===== config.mk =====
export PLATFORM = sky130hd
export DESIGN_NAME = ums_top
export DESIGN_NICKNAME = d
export VERILOG_FILES = /design/src/verilog/ums_pkg.sv /design/src/verilog/ums_baud_gen.sv /design/src/verilog/ums_top.sv
export SDC_FILE = /design/constraint.sdc
export NUM_CORES = 1
export LEC_CHECK = 0
export BUFFER_PORTS_ARGS = -buffer_cell sky130_fd_sc_hd__buf_2
export CORE_UTILIZATION = 30
export DETAILED_ROUTE_END_ITERATION = 16
export SLEW_MARGIN = 0
export SYNTH_ARGS = -nofsm -noshare
export SYNTH_HDL_FRONTEND = slang
export SYNTH_SLANG_ARGS = --single-unit

===== constraint.sdc =====
create_clock -name mclk -period 3.6 [get_ports mclk]
set_clock_uncertainty 0.15 [all_clocks]
set_input_delay 0.54 -clock mclk [delete_from_list [all_inputs] [get_ports mclk]]
set_output_delay 0.54 -clock mclk [all_outputs]
set_load 0.02 [all_outputs]

===== src/verilog/ums_pkg.sv =====
// constants for the modem status and baud generator block
package ums_pkg;
    // register byte offsets on the AHB-Lite bus
    localparam logic [7:0] OFS_DIV_LO     = 8'h00;
    localparam logic [7:0] OFS_DIV_HI_IER = 8'h04;
    localparam logic [7:0] OFS_LINE_CTRL  = 8'h0C;
    localparam logic [7:0] OFS_MODEM_CTRL = 8'h10;
    localparam logic [7:0] OFS_MODEM_STAT = 8'h18;
    localparam int unsigned ADDR_LSB      = 2;
    localparam int unsigned ADDR_MSB      = 7;

    // line control fields
    localparam int unsigned LCTL_DIV_ACCESS = 7;
    // interrupt enable fields
    localparam int unsigned IER_MSI = 3;
    // modem control fields
    localparam int unsigned MCTL_DTR       = 0;
    localparam int unsigned MCTL_RTS       = 1;
    localparam int unsigned MCTL_USER_A    = 2;
    localparam int unsigned MCTL_USER_B    = 3;
    localparam int unsigned MCTL_LOOP      = 4;
    localparam int unsigned MCTL_AUTO_FLOW = 5;
    localparam int unsigned MCTL_W         = 6;
    // modem line status: change flags low nibble, levels high nibble
    localparam int unsigned MSTAT_CTS_CHG   = 0;
    localparam int unsigned MSTAT_DSR_CHG   = 1;
    localparam int unsigned MSTAT_RING_EDGE = 2;
    localparam int unsigned MSTAT_DCD_CHG   = 3;
    localparam int unsigned MSTAT_LVL_LSB   = 4;
    // index of each modem line within the 4-bit line vectors
    localparam int unsigned LN_CTS = 0;
    localparam int unsigned LN_DSR = 1;
    localparam int unsigned LN_RI  = 2;
    localparam int unsigned LN_DCD = 3;

    localparam logic [7:0]  REG_RST  = 8'h00;
    localparam logic [15:0] DIV_RST  = 16'h0000;
    localparam logic [1:0]  HTRANS_NONSEQ = 2'h2;
    localparam logic        HRESP_OKAY    = 1'h0;

    // timing figures
    localparam int unsigned DIV_W          = 16;
    localparam int unsigned BAUD_OVERSAMP  = 16;
    localparam int unsigned REF_CLK_MAX_HZ = 16_000_000;
    localparam int unsigned MCLK_HZ        = 25_000_000;
endpackage : ums_pkg


===== src/verilog/ums_baud_gen.sv =====
// programmable divider producing the 16x baud enable
`timescale 1ns/1ps
module ums_baud_gen import ums_pkg::*; #(
    parameter int unsigned W = DIV_W
) (
    input  wire logic         mclk,
    input  wire logic         rst_n,
    input  wire logic [W-1:0] divisor,
    input  wire logic         load,
    input  wire logic [W-1:0] load_val,
    output logic              tick_16x
);
    generate
        if (W < 1 || W > DIV_W) begin : g_bad_w
            $error("ums_baud_gen: divisor width out of range");
        end
    endgenerate

    logic [W-1:0] cnt_q;
    logic         tick_q;

    // a latch write restarts the count at once, no stale long count
    always_ff @(posedge mclk or negedge rst_n) begin
        if (!rst_n) begin
            cnt_q <= '0;
        end else if (load) begin
            cnt_q <= load_val;
        end else if (cnt_q <= W'(1)) begin
            cnt_q <= divisor;
        end else begin
            cnt_q <= cnt_q - W'(1);
        end
    end

    // divisor zero means not yet loaded: no enable at all
    always_ff @(posedge mclk or negedge rst_n) begin
        if (!rst_n) begin
            tick_q <= 1'b0;
        end else begin
            tick_q <= !load && (cnt_q == W'(1));
        end
    end

    assign tick_16x = tick_q;

    // helper: cycles since last enable, and whether a reload intervened
    logic [W:0] since_q;
    logic       dirty_q;
    always_ff @(posedge mclk or negedge rst_n) begin
        if (!rst_n) begin
            since_q <= '0;
            dirty_q <= 1'b1;
        end else begin
            since_q <= tick_q ? (W+1)'(1) : (&since_q ? since_q : since_q + (W+1)'(1));
            dirty_q <= load ? 1'b1 : (tick_q ? 1'b0 : dirty_q);
        end
    end

    property p_tick_period;
        @(posedge mclk) disable iff (!rst_n)
        tick_q && !dirty_q |-> since_q == {1'b0, divisor};
    endproperty
    a_tick_period: assert property (p_tick_period)
        else $error("baud enable spacing differs from divisor");

    property p_reload;
        @(posedge mclk) disable iff (!rst_n)
        load |=> cnt_q == $past(load_val);
    endproperty
    a_reload: assert property (p_reload)
        else $error("divisor write did not reload the counter");

    property p_tick_single;
        @(posedge mclk) disable iff (!rst_n)
        tick_q && divisor > W'(1) && !load |=> !tick_q;
    endproperty
    a_tick_single: assert property (p_tick_single)
        else $error("baud enable longer than one cycle");

    c_tick: cover property (@(posedge mclk) disable iff (!rst_n)
        tick_q && !dirty_q);
endmodule : ums_baud_gen


===== src/verilog/ums_top.sv =====
// modem line status register and baud generator behind AHB-Lite
// Contract
// reading status clears all four change flags
// bit 0 flags clear-to-send level change
// auto flow keeps CTS change flag clear
// bit 1 flags data-set-ready level change
// bit 2 sets on ring low-to-high only
// bit 3 flags carrier-detect level change
// set change flag with enable raises interrupt
// bit 4 inverted CTS, loop: RTS control
// bit 5 inverted DSR, loop: DTR control
// bit 6 inverted ring, loop: user output a
// bit 7 inverted carrier, loop: user output b
// divide reference clock by 1 to 65535
// generator output is sixteen times baud
// software divisor is clock over sixteen baud
// divisor held in two 8-bit latches
// latch write reloads the baud counter
// software loads both latches before use
// 1.8432 MHz with divisor 12 gives 9600
// access bit selects latches at shared offsets
// control bit 5 enables auto flow
// single-cycle enable per divisor count, reload
`timescale 1ns/1ps
module ums_top import ums_pkg::*; #(
    parameter int unsigned DW = DIV_W
) (
    input  wire logic        mclk,
    input  wire logic        rst_n,
    input  wire logic        hsel,
    input  wire logic [31:0] haddr,
    input  wire logic [1:0]  htrans,
    input  wire logic        hwrite,
    input  wire logic [2:0]  hsize,
    input  wire logic [31:0] hwdata,
    input  wire logic        hready,
    output logic      [31:0] hrdata,
    output logic             hreadyout,
    output logic             hresp,
    input  wire logic        cts_n,
    input  wire logic        dsr_n,
    input  wire logic        ri_n,
    input  wire logic        dcd_n,
    output logic             dtr_n,
    output logic             rts_n,
    output logic             user_output_a_n,
    output logic             user_output_b_n,
    output logic             modem_status_irq,
    output logic             baud_tick_16x
);
    generate
        if (DW != DIV_W) begin : g_bad_dw
            $error("ums_top: divisor must be 16 bits wide");
        end
    endgenerate

    // reset release through two flops
    logic rst_s1_q;
    logic rst_s2_q;
    always_ff @(posedge mclk or negedge rst_n) begin
        if (!rst_n) begin
            rst_s1_q <= 1'b0;
            rst_s2_q <= 1'b0;
        end else begin
            rst_s1_q <= 1'b1;
            rst_s2_q <= rst_s1_q;
        end
    end
    logic rst_sync_n;
    assign rst_sync_n = rst_s2_q;

    // modem pins pass two flops; only the second is read
    logic [3:0] pin_s1_q;
    logic [3:0] pin_s2_q;
    always_ff @(posedge mclk or negedge rst_sync_n) begin
        if (!rst_sync_n) begin
            pin_s1_q <= 4'hF;
            pin_s2_q <= 4'hF;
        end else begin
            pin_s1_q <= {dcd_n, ri_n, dsr_n, cts_n};
            pin_s2_q <= pin_s1_q;
        end
    end

    // software-visible registers
    logic [7:0]        line_ctrl_q;
    logic [7:0]        int_en_q;
    logic [MCTL_W-1:0] modem_control_reg_q;
    logic [7:0]        div_lo_q;
    logic [7:0]        div_hi_q;
    logic [DW-1:0]     div_d;
    logic              div_load;

    // AHB-Lite address phase capture; zero wait states
    logic       acc;
    logic [5:0] acc_idx;
    logic       wr_pend_q;
    logic [5:0] wr_idx_q;
    assign acc     = hsel && htrans == HTRANS_NONSEQ && hready;
    assign acc_idx = haddr[ADDR_MSB:ADDR_LSB];

    always_ff @(posedge mclk or negedge rst_sync_n) begin
        if (!rst_sync_n) begin
            wr_pend_q <= 1'b0;
            wr_idx_q  <= 6'h00;
        end else begin
            wr_pend_q <= acc && hwrite;
            wr_idx_q  <= acc_idx;
        end
    end

    logic divisor_latch_access;
    logic auto_flow_enable;
    logic loop_mode;
    assign divisor_latch_access = line_ctrl_q[LCTL_DIV_ACCESS];
    assign auto_flow_enable     = modem_control_reg_q[MCTL_AUTO_FLOW];
    assign loop_mode            = modem_control_reg_q[MCTL_LOOP];

    logic wr_lo;
    logic wr_hi;
    logic wr_ier;
    assign wr_lo  = wr_pend_q && wr_idx_q == OFS_DIV_LO[ADDR_MSB:ADDR_LSB]
                    && divisor_latch_access;
    assign wr_hi  = wr_pend_q && wr_idx_q == OFS_DIV_HI_IER[ADDR_MSB:ADDR_LSB]
                    && divisor_latch_access;
    assign wr_ier = wr_pend_q && wr_idx_q == OFS_DIV_HI_IER[ADDR_MSB:ADDR_LSB]
                    && !divisor_latch_access;

    // divisor kept as two byte latches, each written alone
    always_ff @(posedge mclk or negedge rst_sync_n) begin
        if (!rst_sync_n) begin
            div_lo_q <= DIV_RST[7:0];
            div_hi_q <= DIV_RST[15:8];
        end else begin
            if (wr_lo) begin
                div_lo_q <= hwdata[7:0];
            end
            if (wr_hi) begin
                div_hi_q <= hwdata[7:0];
            end
        end
    end

    // counter reload uses the value the latches are about to hold
    assign div_d    = {wr_hi ? hwdata[7:0] : div_hi_q, wr_lo ? hwdata[7:0] : div_lo_q};
    assign div_load = wr_lo || wr_hi;

    always_ff @(posedge mclk or negedge rst_sync_n) begin
        if (!rst_sync_n) begin
            line_ctrl_q         <= REG_RST;
            int_en_q            <= REG_RST;
            modem_control_reg_q <= REG_RST[MCTL_W-1:0];
        end else begin
            if (wr_pend_q && wr_idx_q == OFS_LINE_CTRL[ADDR_MSB:ADDR_LSB]) begin
                line_ctrl_q <= hwdata[7:0];
            end
            if (wr_ier) begin
                int_en_q <= hwdata[7:0];
            end
            if (wr_pend_q && wr_idx_q == OFS_MODEM_CTRL[ADDR_MSB:ADDR_LSB]) begin
                modem_control_reg_q <= hwdata[MCTL_W-1:0];
            end
        end
    end

    // effective line levels: inverted pins, or control bits in loop test
    logic [3:0] lvl_now;
    logic [3:0] lvl_q;
    always_comb begin
        if (loop_mode) begin
            lvl_now[LN_CTS] = modem_control_reg_q[MCTL_RTS];
            lvl_now[LN_DSR] = modem_control_reg_q[MCTL_DTR];
            lvl_now[LN_RI]  = modem_control_reg_q[MCTL_USER_A];
            lvl_now[LN_DCD] = modem_control_reg_q[MCTL_USER_B];
        end else begin
            lvl_now = ~pin_s2_q;
        end
    end

    // levels start idle so reset itself is no change
    always_ff @(posedge mclk or negedge rst_sync_n) begin
        if (!rst_sync_n) begin
            lvl_q <= 4'h0;
        end else begin
            lvl_q <= lvl_now;
        end
    end

    logic [3:0] chg_ev;
    assign chg_ev[LN_CTS] = (lvl_now[LN_CTS] != lvl_q[LN_CTS]) && !auto_flow_enable;
    assign chg_ev[LN_DSR] = lvl_now[LN_DSR] != lvl_q[LN_DSR];
    // ring line rising = inverted level falling
    assign chg_ev[LN_RI]  = lvl_q[LN_RI] && !lvl_now[LN_RI];
    assign chg_ev[LN_DCD] = lvl_now[LN_DCD] != lvl_q[LN_DCD];

    logic rd_stat;
    assign rd_stat = acc && !hwrite && acc_idx == OFS_MODEM_STAT[ADDR_MSB:ADDR_LSB];

    // read clears the flags; an event on the same edge still sets
    logic [3:0] chg_q;
    always_ff @(posedge mclk or negedge rst_sync_n) begin
        if (!rst_sync_n) begin
            chg_q <= 4'h0;
        end else begin
            chg_q <= chg_ev | (rd_stat ? 4'h0 : chg_q);
            if (auto_flow_enable) begin
                chg_q[MSTAT_CTS_CHG] <= 1'b0;
            end
        end
    end

    logic [7:0] modem_line_status;
    assign modem_line_status = {lvl_now, chg_q};

    // read data registered in the address phase, shown in the data phase
    logic [31:0] rdata_d;
    logic [31:0] hrdata_q;
    always_comb begin
        rdata_d = 32'h0000_0000;
        if (acc_idx == OFS_DIV_LO[ADDR_MSB:ADDR_LSB]) begin
            rdata_d[7:0] = divisor_latch_access ? div_lo_q : 8'h00;
        end else if (acc_idx == OFS_DIV_HI_IER[ADDR_MSB:ADDR_LSB]) begin
            rdata_d[7:0] = divisor_latch_access ? div_hi_q : int_en_q;
        end else if (acc_idx == OFS_LINE_CTRL[ADDR_MSB:ADDR_LSB]) begin
            rdata_d[7:0] = line_ctrl_q;
        end else if (acc_idx == OFS_MODEM_CTRL[ADDR_MSB:ADDR_LSB]) begin
            rdata_d[MCTL_W-1:0] = modem_control_reg_q;
        end else if (acc_idx == OFS_MODEM_STAT[ADDR_MSB:ADDR_LSB]) begin
            rdata_d[7:0] = modem_line_status;
        end
    end

    always_ff @(posedge mclk or negedge rst_sync_n) begin
        if (!rst_sync_n) begin
            hrdata_q <= 32'h0000_0000;
        end else if (acc && !hwrite) begin
            hrdata_q <= rdata_d;
        end
    end

    assign hrdata    = hrdata_q;
    assign hreadyout = 1'b1;
    assign hresp     = HRESP_OKAY;

    // interrupt from any flag while enabled; CTS flag already gated
    logic irq_q;
    always_ff @(posedge mclk or negedge rst_sync_n) begin
        if (!rst_sync_n) begin
            irq_q <= 1'b0;
        end else begin
            irq_q <= int_en_q[IER_MSI] && (|chg_q);
        end
    end
    assign modem_status_irq = irq_q;

    // outputs active low; loop test parks them inactive high
    logic [3:0] pins_out_q;
    always_ff @(posedge mclk or negedge rst_sync_n) begin
        if (!rst_sync_n) begin
            pins_out_q <= 4'hF;
        end else if (loop_mode) begin
            pins_out_q <= 4'hF;
        end else begin
            pins_out_q <= ~{modem_control_reg_q[MCTL_USER_B], modem_control_reg_q[MCTL_USER_A],
                            modem_control_reg_q[MCTL_RTS], modem_control_reg_q[MCTL_DTR]};
        end
    end
    assign dtr_n           = pins_out_q[0];
    assign rts_n           = pins_out_q[1];
    assign user_output_a_n = pins_out_q[2];
    assign user_output_b_n = pins_out_q[3];

    // reference clock is mclk; above the rated maximum rate, a limitation
    ums_baud_gen #(
        .W (DW)
    ) u_baud (
        .mclk     (mclk),
        .rst_n    (rst_sync_n),
        .divisor  ({div_hi_q, div_lo_q}),
        .load     (div_load),
        .load_val (div_d),
        .tick_16x (baud_tick_16x)
    );

    property p_read_clear;
        @(posedge mclk) disable iff (!rst_sync_n)
        rd_stat && chg_ev == 4'h0 |=> chg_q == 4'h0;
    endproperty
    a_read_clear: assert property (p_read_clear)
        else $error("status read did not clear change flags");

    property p_cts_chg;
        @(posedge mclk) disable iff (!rst_sync_n)
        lvl_now[LN_CTS] != lvl_q[LN_CTS] && !auto_flow_enable |=> chg_q[MSTAT_CTS_CHG];
    endproperty
    a_cts_chg: assert property (p_cts_chg)
        else $error("CTS change not flagged");

    property p_afe_clear;
        @(posedge mclk) disable iff (!rst_sync_n)
        auto_flow_enable |=> !chg_q[MSTAT_CTS_CHG];
    endproperty
    a_afe_clear: assert property (p_afe_clear)
        else $error("CTS flag set under auto flow");

    property p_dsr_chg;
        @(posedge mclk) disable iff (!rst_sync_n)
        $changed(lvl_now[LN_DSR]) ##0 lvl_now[LN_DSR] != lvl_q[LN_DSR] |=> chg_q[MSTAT_DSR_CHG];
    endproperty
    a_dsr_chg: assert property (p_dsr_chg)
        else $error("DSR change not flagged");

    property p_ring_edge_only_rise;
        @(posedge mclk) disable iff (!rst_sync_n)
        !chg_q[MSTAT_RING_EDGE] && !(lvl_q[LN_RI] && !lvl_now[LN_RI])
            |=> !chg_q[MSTAT_RING_EDGE];
    endproperty
    a_ring_edge_only_rise: assert property (p_ring_edge_only_rise)
        else $error("ring flag set without trailing edge");

    property p_dcd_chg;
        @(posedge mclk) disable iff (!rst_sync_n)
        lvl_now[LN_DCD] != lvl_q[LN_DCD] |=> chg_q[MSTAT_DCD_CHG];
    endproperty
    a_dcd_chg: assert property (p_dcd_chg)
        else $error("DCD change not flagged");

    property p_irq;
        @(posedge mclk) disable iff (!rst_sync_n)
        int_en_q[IER_MSI] && (|chg_q[MSTAT_DCD_CHG:MSTAT_DSR_CHG]) |=> modem_status_irq;
    endproperty
    a_irq: assert property (p_irq)
        else $error("modem status interrupt missing");

    property p_loop_lvl;
        @(posedge mclk) disable iff (!rst_sync_n)
        loop_mode |-> modem_line_status[7:MSTAT_LVL_LSB] ==
            {modem_control_reg_q[MCTL_USER_B], modem_control_reg_q[MCTL_USER_A],
             modem_control_reg_q[MCTL_DTR], modem_control_reg_q[MCTL_RTS]};
    endproperty
    a_loop_lvl: assert property (p_loop_lvl)
        else $error("loop levels do not follow control bits");

    property p_pin_lvl;
        @(posedge mclk) disable iff (!rst_sync_n)
        !loop_mode |-> modem_line_status[7:MSTAT_LVL_LSB] == ~pin_s2_q;
    endproperty
    a_pin_lvl: assert property (p_pin_lvl)
        else $error("levels are not the inverted pins");

    property p_div_latch;
        @(posedge mclk) disable iff (!rst_sync_n)
        wr_lo && !wr_hi |=> div_lo_q == $past(hwdata[7:0]) && $stable(div_hi_q);
    endproperty
    a_div_latch: assert property (p_div_latch)
        else $error("low divisor latch write misbehaved");

    c_stat_read: cover property (@(posedge mclk) disable iff (!rst_sync_n)
        rd_stat && chg_q != 4'h0);
    c_irq: cover property (@(posedge mclk) disable iff (!rst_sync_n)
        $rose(modem_status_irq));
    c_loop: cover property (@(posedge mclk) disable iff (!rst_sync_n)
        loop_mode && chg_q[MSTAT_RING_EDGE]);
endmodule : ums_top


# After elaboration in Yosys (flattened, before gate mapping)
# Cells that the tools add are included.
# totals
elab_cells	76
inputBits	78
out_inout_bits	40
regBits	93
# op_classes
bitwise_logic	3
reduce_logical	25
n_lt_le_gt_ge	1
add_sub_neg	1
mux	16
n_eq_ne	12
# op_table
op	count
$mux W8	8
$mux W16	2
$eq A6 B3 Y1 const B	3
$eq A16 B1 Y1 const B	1
$le A16 B1 Y1 const B	1
$logic_and A1 B1 Y1	16
$sub A16 B1 Y16 const B	1
$eq A6 B1 Y1 const B	2
$eq A6 B2 Y1 const B	2
$logic_not A6 Y1	2
$mux W4	3
$not A4 Y4	2
$mux W6	1
$logic_not A1 Y1	5
$or A4 B4 Y4	1
$reduce_or A4 Y1	1
$ne A1 B1 Y1	3
$eq A2 B2 Y1 const B	1
$mux W2	1
$logic_or A1 B1 Y1	1
$mux W1	1

# Depth between registers and ports, before layout
# logic_depth
depth_word	8
mapped_depth	7
mapped_depth_nobuf	6

# Cells and area by module
# Synthesis repeated with hierarchy kept, for this count alone.
# unflattened
cells_unflattened	393
hier_area_um2	4504.3
# by_module_without_submodules
mod	instances	area_each_um2	cells_per_inst
ums_top	1	3342.0	263
ums_baud_gen	1	1162.4	130

# Worst setup path before layout
# No wires, ideal clock.
# synth_timing
path_kind	reg2reg
from	register wr_idx_q[3]
to	register int_en_q[0]
path_stages_with_launch	6
path_slack_ps	1468
period_less_slack_ps	2132
required_ps	3325
t_arrival_ps	1858
path_buffers	1
cell_sequence	dfrtp_1 > or4b_1 > buf_2 > nor2_2 > nor4b_4 > mux2_2
# synth_via
elab_chain_cells	3
# synth_rtl
element	line_no	source
start: declaration	ums_top.sv:98	logic [5:0] wr_idx_q;
start signal: assignment	ums_top.sv:108	wr_idx_q <= acc_idx;
$eq A6 B1 Y1	ums_top.sv:126	assign wr_ier = wr_pend_q && wr_idx_q == OFS_DIV_HI_IER[ADDR_MSB:ADDR_LSB]
$logic_and A1 B1 Y1	ums_top.sv:126	
$logic_and A1 B1 Y1	ums_top.sv:127	&& !divisor_latch_access;
end signal: assignment	ums_top.sv:158	int_en_q <= hwdata[7:0];
end: declaration	ums_top.sv:87	logic [7:0] int_en_q;
# No other way between the ends.
# A chain may end at the register's enable or synchronous reset.

# Worst setup path after layout
# layout_timing
from	register line_ctrl_q[7]
to	register u_baud.cnt_q[2]
# layout_via
elab_chain_cells	3
word_cells_on_any_way	5
cone_classes	2 x mux; 3 x reduce/logical
# layout_rtl
element	line_no	source
start: declaration	ums_top.sv:86	logic [7:0] line_ctrl_q;
start signal: assignment	ums_top.sv:155	line_ctrl_q <= hwdata[7:0];
$logic_and A1 B1 Y1 (on tied branches)	ums_top.sv:123, ums_top.sv:125	
$mux W8 or $logic_or A1 B1 Y1 (tied branches)	n/a	
$mux W16 (*)	ums_baud_gen.sv:26	end else if (load) begin
end signal: assignment	ums_baud_gen.sv:27	cnt_q <= load_val;
end signal: assignment	ums_baud_gen.sv:29	cnt_q <= divisor;
end signal: assignment	ums_baud_gen.sv:31	cnt_q <= cnt_q - W'(1);
end: declaration	ums_baud_gen.sv:19	logic [W-1:0] cnt_q;
# Mark *: on every way between the ends. The rest lies on a longest branch, timed or not.

==> results_dict.tcl <==
set metrics [dict create \
    rows 44 \
    ys_types 55 \
    areaGrowthSynthToFinish_pct 13.78 \
    synth-seq-cells 93 \
    synth_cells 409 \
    crit_buf_inv 0 \
    drcViolationCount 0 \
    critical-path-slowest-cell "dfrtp_1" \
    io_buffers 38 \
    syn_area_um2 4494 \
    antenna_cells 0 \
    crit_required_ns 3.64 \
    maxCapViolations 0 \
    regArea_um2 2346 \
    worstPathCellList "nor3b_1, nand3_1, o21ai_2, a221oi_1" \
    arrival_ns 2.59 \
    hold_class "flip-flop to async pin" \
    fp.dieW_um 124.4 \
    grt_max_degree 39 \
    worst_ir_drop_vdd_v 0.0002523 \
    htree_levels 3 \
    cp-start-kind "flip-flop" \
    drt_first_pass_iters 4 \
    grt_antenna_before_repair 0 \
    grt_overflow 0 \
    cts.reportedPaths.clkPinSlew_ns 0.06 \
    synth_flop_cell "dfrtp_1" \
    final_common_cell "dfrtp_1" \
    tns_ns 0 \
    start_util_pct 30.81 \
    multi_input_area_um2 1928 \
    cts_resized 0 \
    power.leakage_nw 2.292 \
    synth_area_leaders "dfrtp_1 45%, mux2_2 8.5%, dfstp_2 7.0%, buf_4 4.3%, nor2_1 2.2%" \
    worst_pin_slew_ns 0.6596 \
    max_stage_delay_ns 0.75 \
    layout_common_cells "80 x dfrtp_1, 38 x buf_2, 34 x mux2_2" \
    ioPinCount 118 \
    dp_cells 619 \
    grt_pass1_wl_um 17240 \
    fmax_ghz 0.3920 \
    status "finished clean" \
    first_global_vias 3180 \
    totalWireLength_um 10490 \
    period_minus_slack_ns 2.551 \
    vias 3202 \
    hold_violations 0 \
    die_h_um 124.4 \
    p_per_area_nw_per_um2 499.8 \
    synth_top_area_share_pct 45.10 \
    fillers 1441 \
    drt-initial-drc-count 225 \
    setup_viol 0 \
    max_slew_margin_pct 55.41 \
    wl_per_cell_um 16.49 \
    synth-edff-count 0 \
    die_area_um2 15470 \
    nNetsFinal 527 \
    cts_tree "yes" \
    crit_path_end_kind "flip-flop" \
    ys_seq_area_share_pct 52.12 \
    core_area_um2 14590 \
    post-route-period-util_pct 70.86 \
    cpLargestDelayFamily "simple AND/OR/NAND/NOR gates" \
    yosysTopAreaCell "dfrtp_1" \
    drv_slew 0 \
    yosysWarningCount 0 \
    crit_fanout 18 \
    clock_latency_ns 0.34 \
    clockRootBuffer "clkbuf_16" \
    finalNonFillerCells 636 \
    grt_use_total_pct 14.26 \
    rsz0062_at_grt "no" \
    layout-drive-gt1-share_pct 25.88 \
    vias_per_cell 5.035 \
    max-clock-path-buffers 2 \
    gp_congestion 0.8233 \
    numCtsBuffers 9 \
    hpwl_um 7713 \
    post_cts_buffers 0 \
    syn_avg_cell_area_um2 10.99 \
    async_reset_ff_share_pct 100.0 \
    postRouteAntennaNets 0 \
    crit_type "flip-flop to flip-flop" \
    clock_sinks 93 \
]
[repair_timing]
item                       4_1_cts  5_1_grt
hold buffers                     1        0
setup endpoints to repair        0        0
hold endpoints to repair         2        0
[worst paths after layout]
check	from	to	slack, ns	cells after the start
setup / recovery	line_ctrl_q[7]	u_baud.cnt_q[2]	1.05	4
min in group mclk	ri_n	pin_s1_q[2]	0.14	1
hold reg to reg	rst_s2_q	div_hi_q[6]	0.14	0
setup reg to reg	line_ctrl_q[7]	u_baud.cnt_q[2]	1.05	4
hold / removal	rst_s2_q	div_hi_q[6]	0.14	0
max in group asynchronous	rst_s2_q	pin_s1_q[2]	2.31	1
[final cells by class]
type / count / area share [%]
multi-input combinational: 284 / 37.70
sequential: 93 / 45.88
timing repair buffer: 43 / 4.502
inverter: 16 / 1.174
clock inverter: 4 / 1.028
tap: 184 / 4.502
clock buffer: 12 / 5.212
[cell families after synthesis]
logic type | after synthesis | share of synthesized area [%]
other cells | 2 | 0.1671
xor+xnor | 15 | 2.923
simple gates | 123 | 15.51
fa+ha+maj | 2 | 0.5567
buf+inv | 57 | 7.071
mux | 35 | 8.742
compound gates | 82 | 12.92
flops | 93 | 52.12
[metrics by stage]
| stage | cell area [µm²] | util, % | power [mW] | hold slack, ns | setup WS [ns] |
|---|---|---|---|---|---|
| 4_1_cts | 5114 | 35.05 | 2.578 | 0.1311 | 1.080 |
| 6_report | 5114 | 35.05 | 2.556 | 0.1413 | 1.049 |
| 5_1_grt | 5114 | 35.05 | 2.668 | 0.1259 | 0.8057 |
| 2_1_floorplan | 4588 | - | 1.493 | 0.09441 | 0.6887 |
| 3_5_place_dp | 4785 | 32.80 | 1.570 | 0.1738 | 1.108 |
| 3_3_place_gp | 4785 | 32.80 | 1.558 | 0.1603 | 1.113 |
[power by group]
part	internal, mW	switching, mW	leakage (nW)
registers	1.14	0.115	1.13
logic	0.135	0.166	1.00
clock network	0.599	0.400	0.160
total	1.87	0.682	2.29
[registers in the layout, indices dropped and copies added (netlist names)]
register and count:
pin_s1_q 4, rst_s1_q 1, u_baud.tick_16x 1, pin_s2_q 4
modem_control_reg_q 6, int_en_q 8, lvl_q 4, modem_status_irq 1
line_ctrl_q 8, wr_pend_q 1, rst_s2_q 1, wr_idx_q 6
hrdata 8, chg_q 4, div_hi_q 8, u_baud.cnt_q 16
pins_out_q 4, div_lo_q 8
[cells in the mapped netlist (4+ instances only)]
library cell / count
dfrtp_1: 81
mux2_2: 34
buf_4: 26
nor2_1: 26
nand2_1: 23
o21ai_0: 17
inv_1: 16
nand2b_1: 14
dfstp_2: 12
nand3_1: 11
xnor2_1: 11
a21oi_1: 10
clkbuf_1: 9
a221oi_1: 8
o211ai_1: 8
a22oi_1: 7
and2_1: 7
a21o_1: 6
a22o_1: 6
nor3_1: 6
a221o_1: 5
buf_2: 5
a211oi_1: 4
nand4_1: 4
xor2_1: 4
[layer usage]
metal  vias up  part of all wire [%]  GRT usage [%]
met4         0                   2.8          6.378
met1      1608                    46          19.41
li1       1481                     -              -
met2        95                    47          21.58
met5         -                     0              0
met3        18                   4.2          3.222
Power figures use the tool's default switching activity.
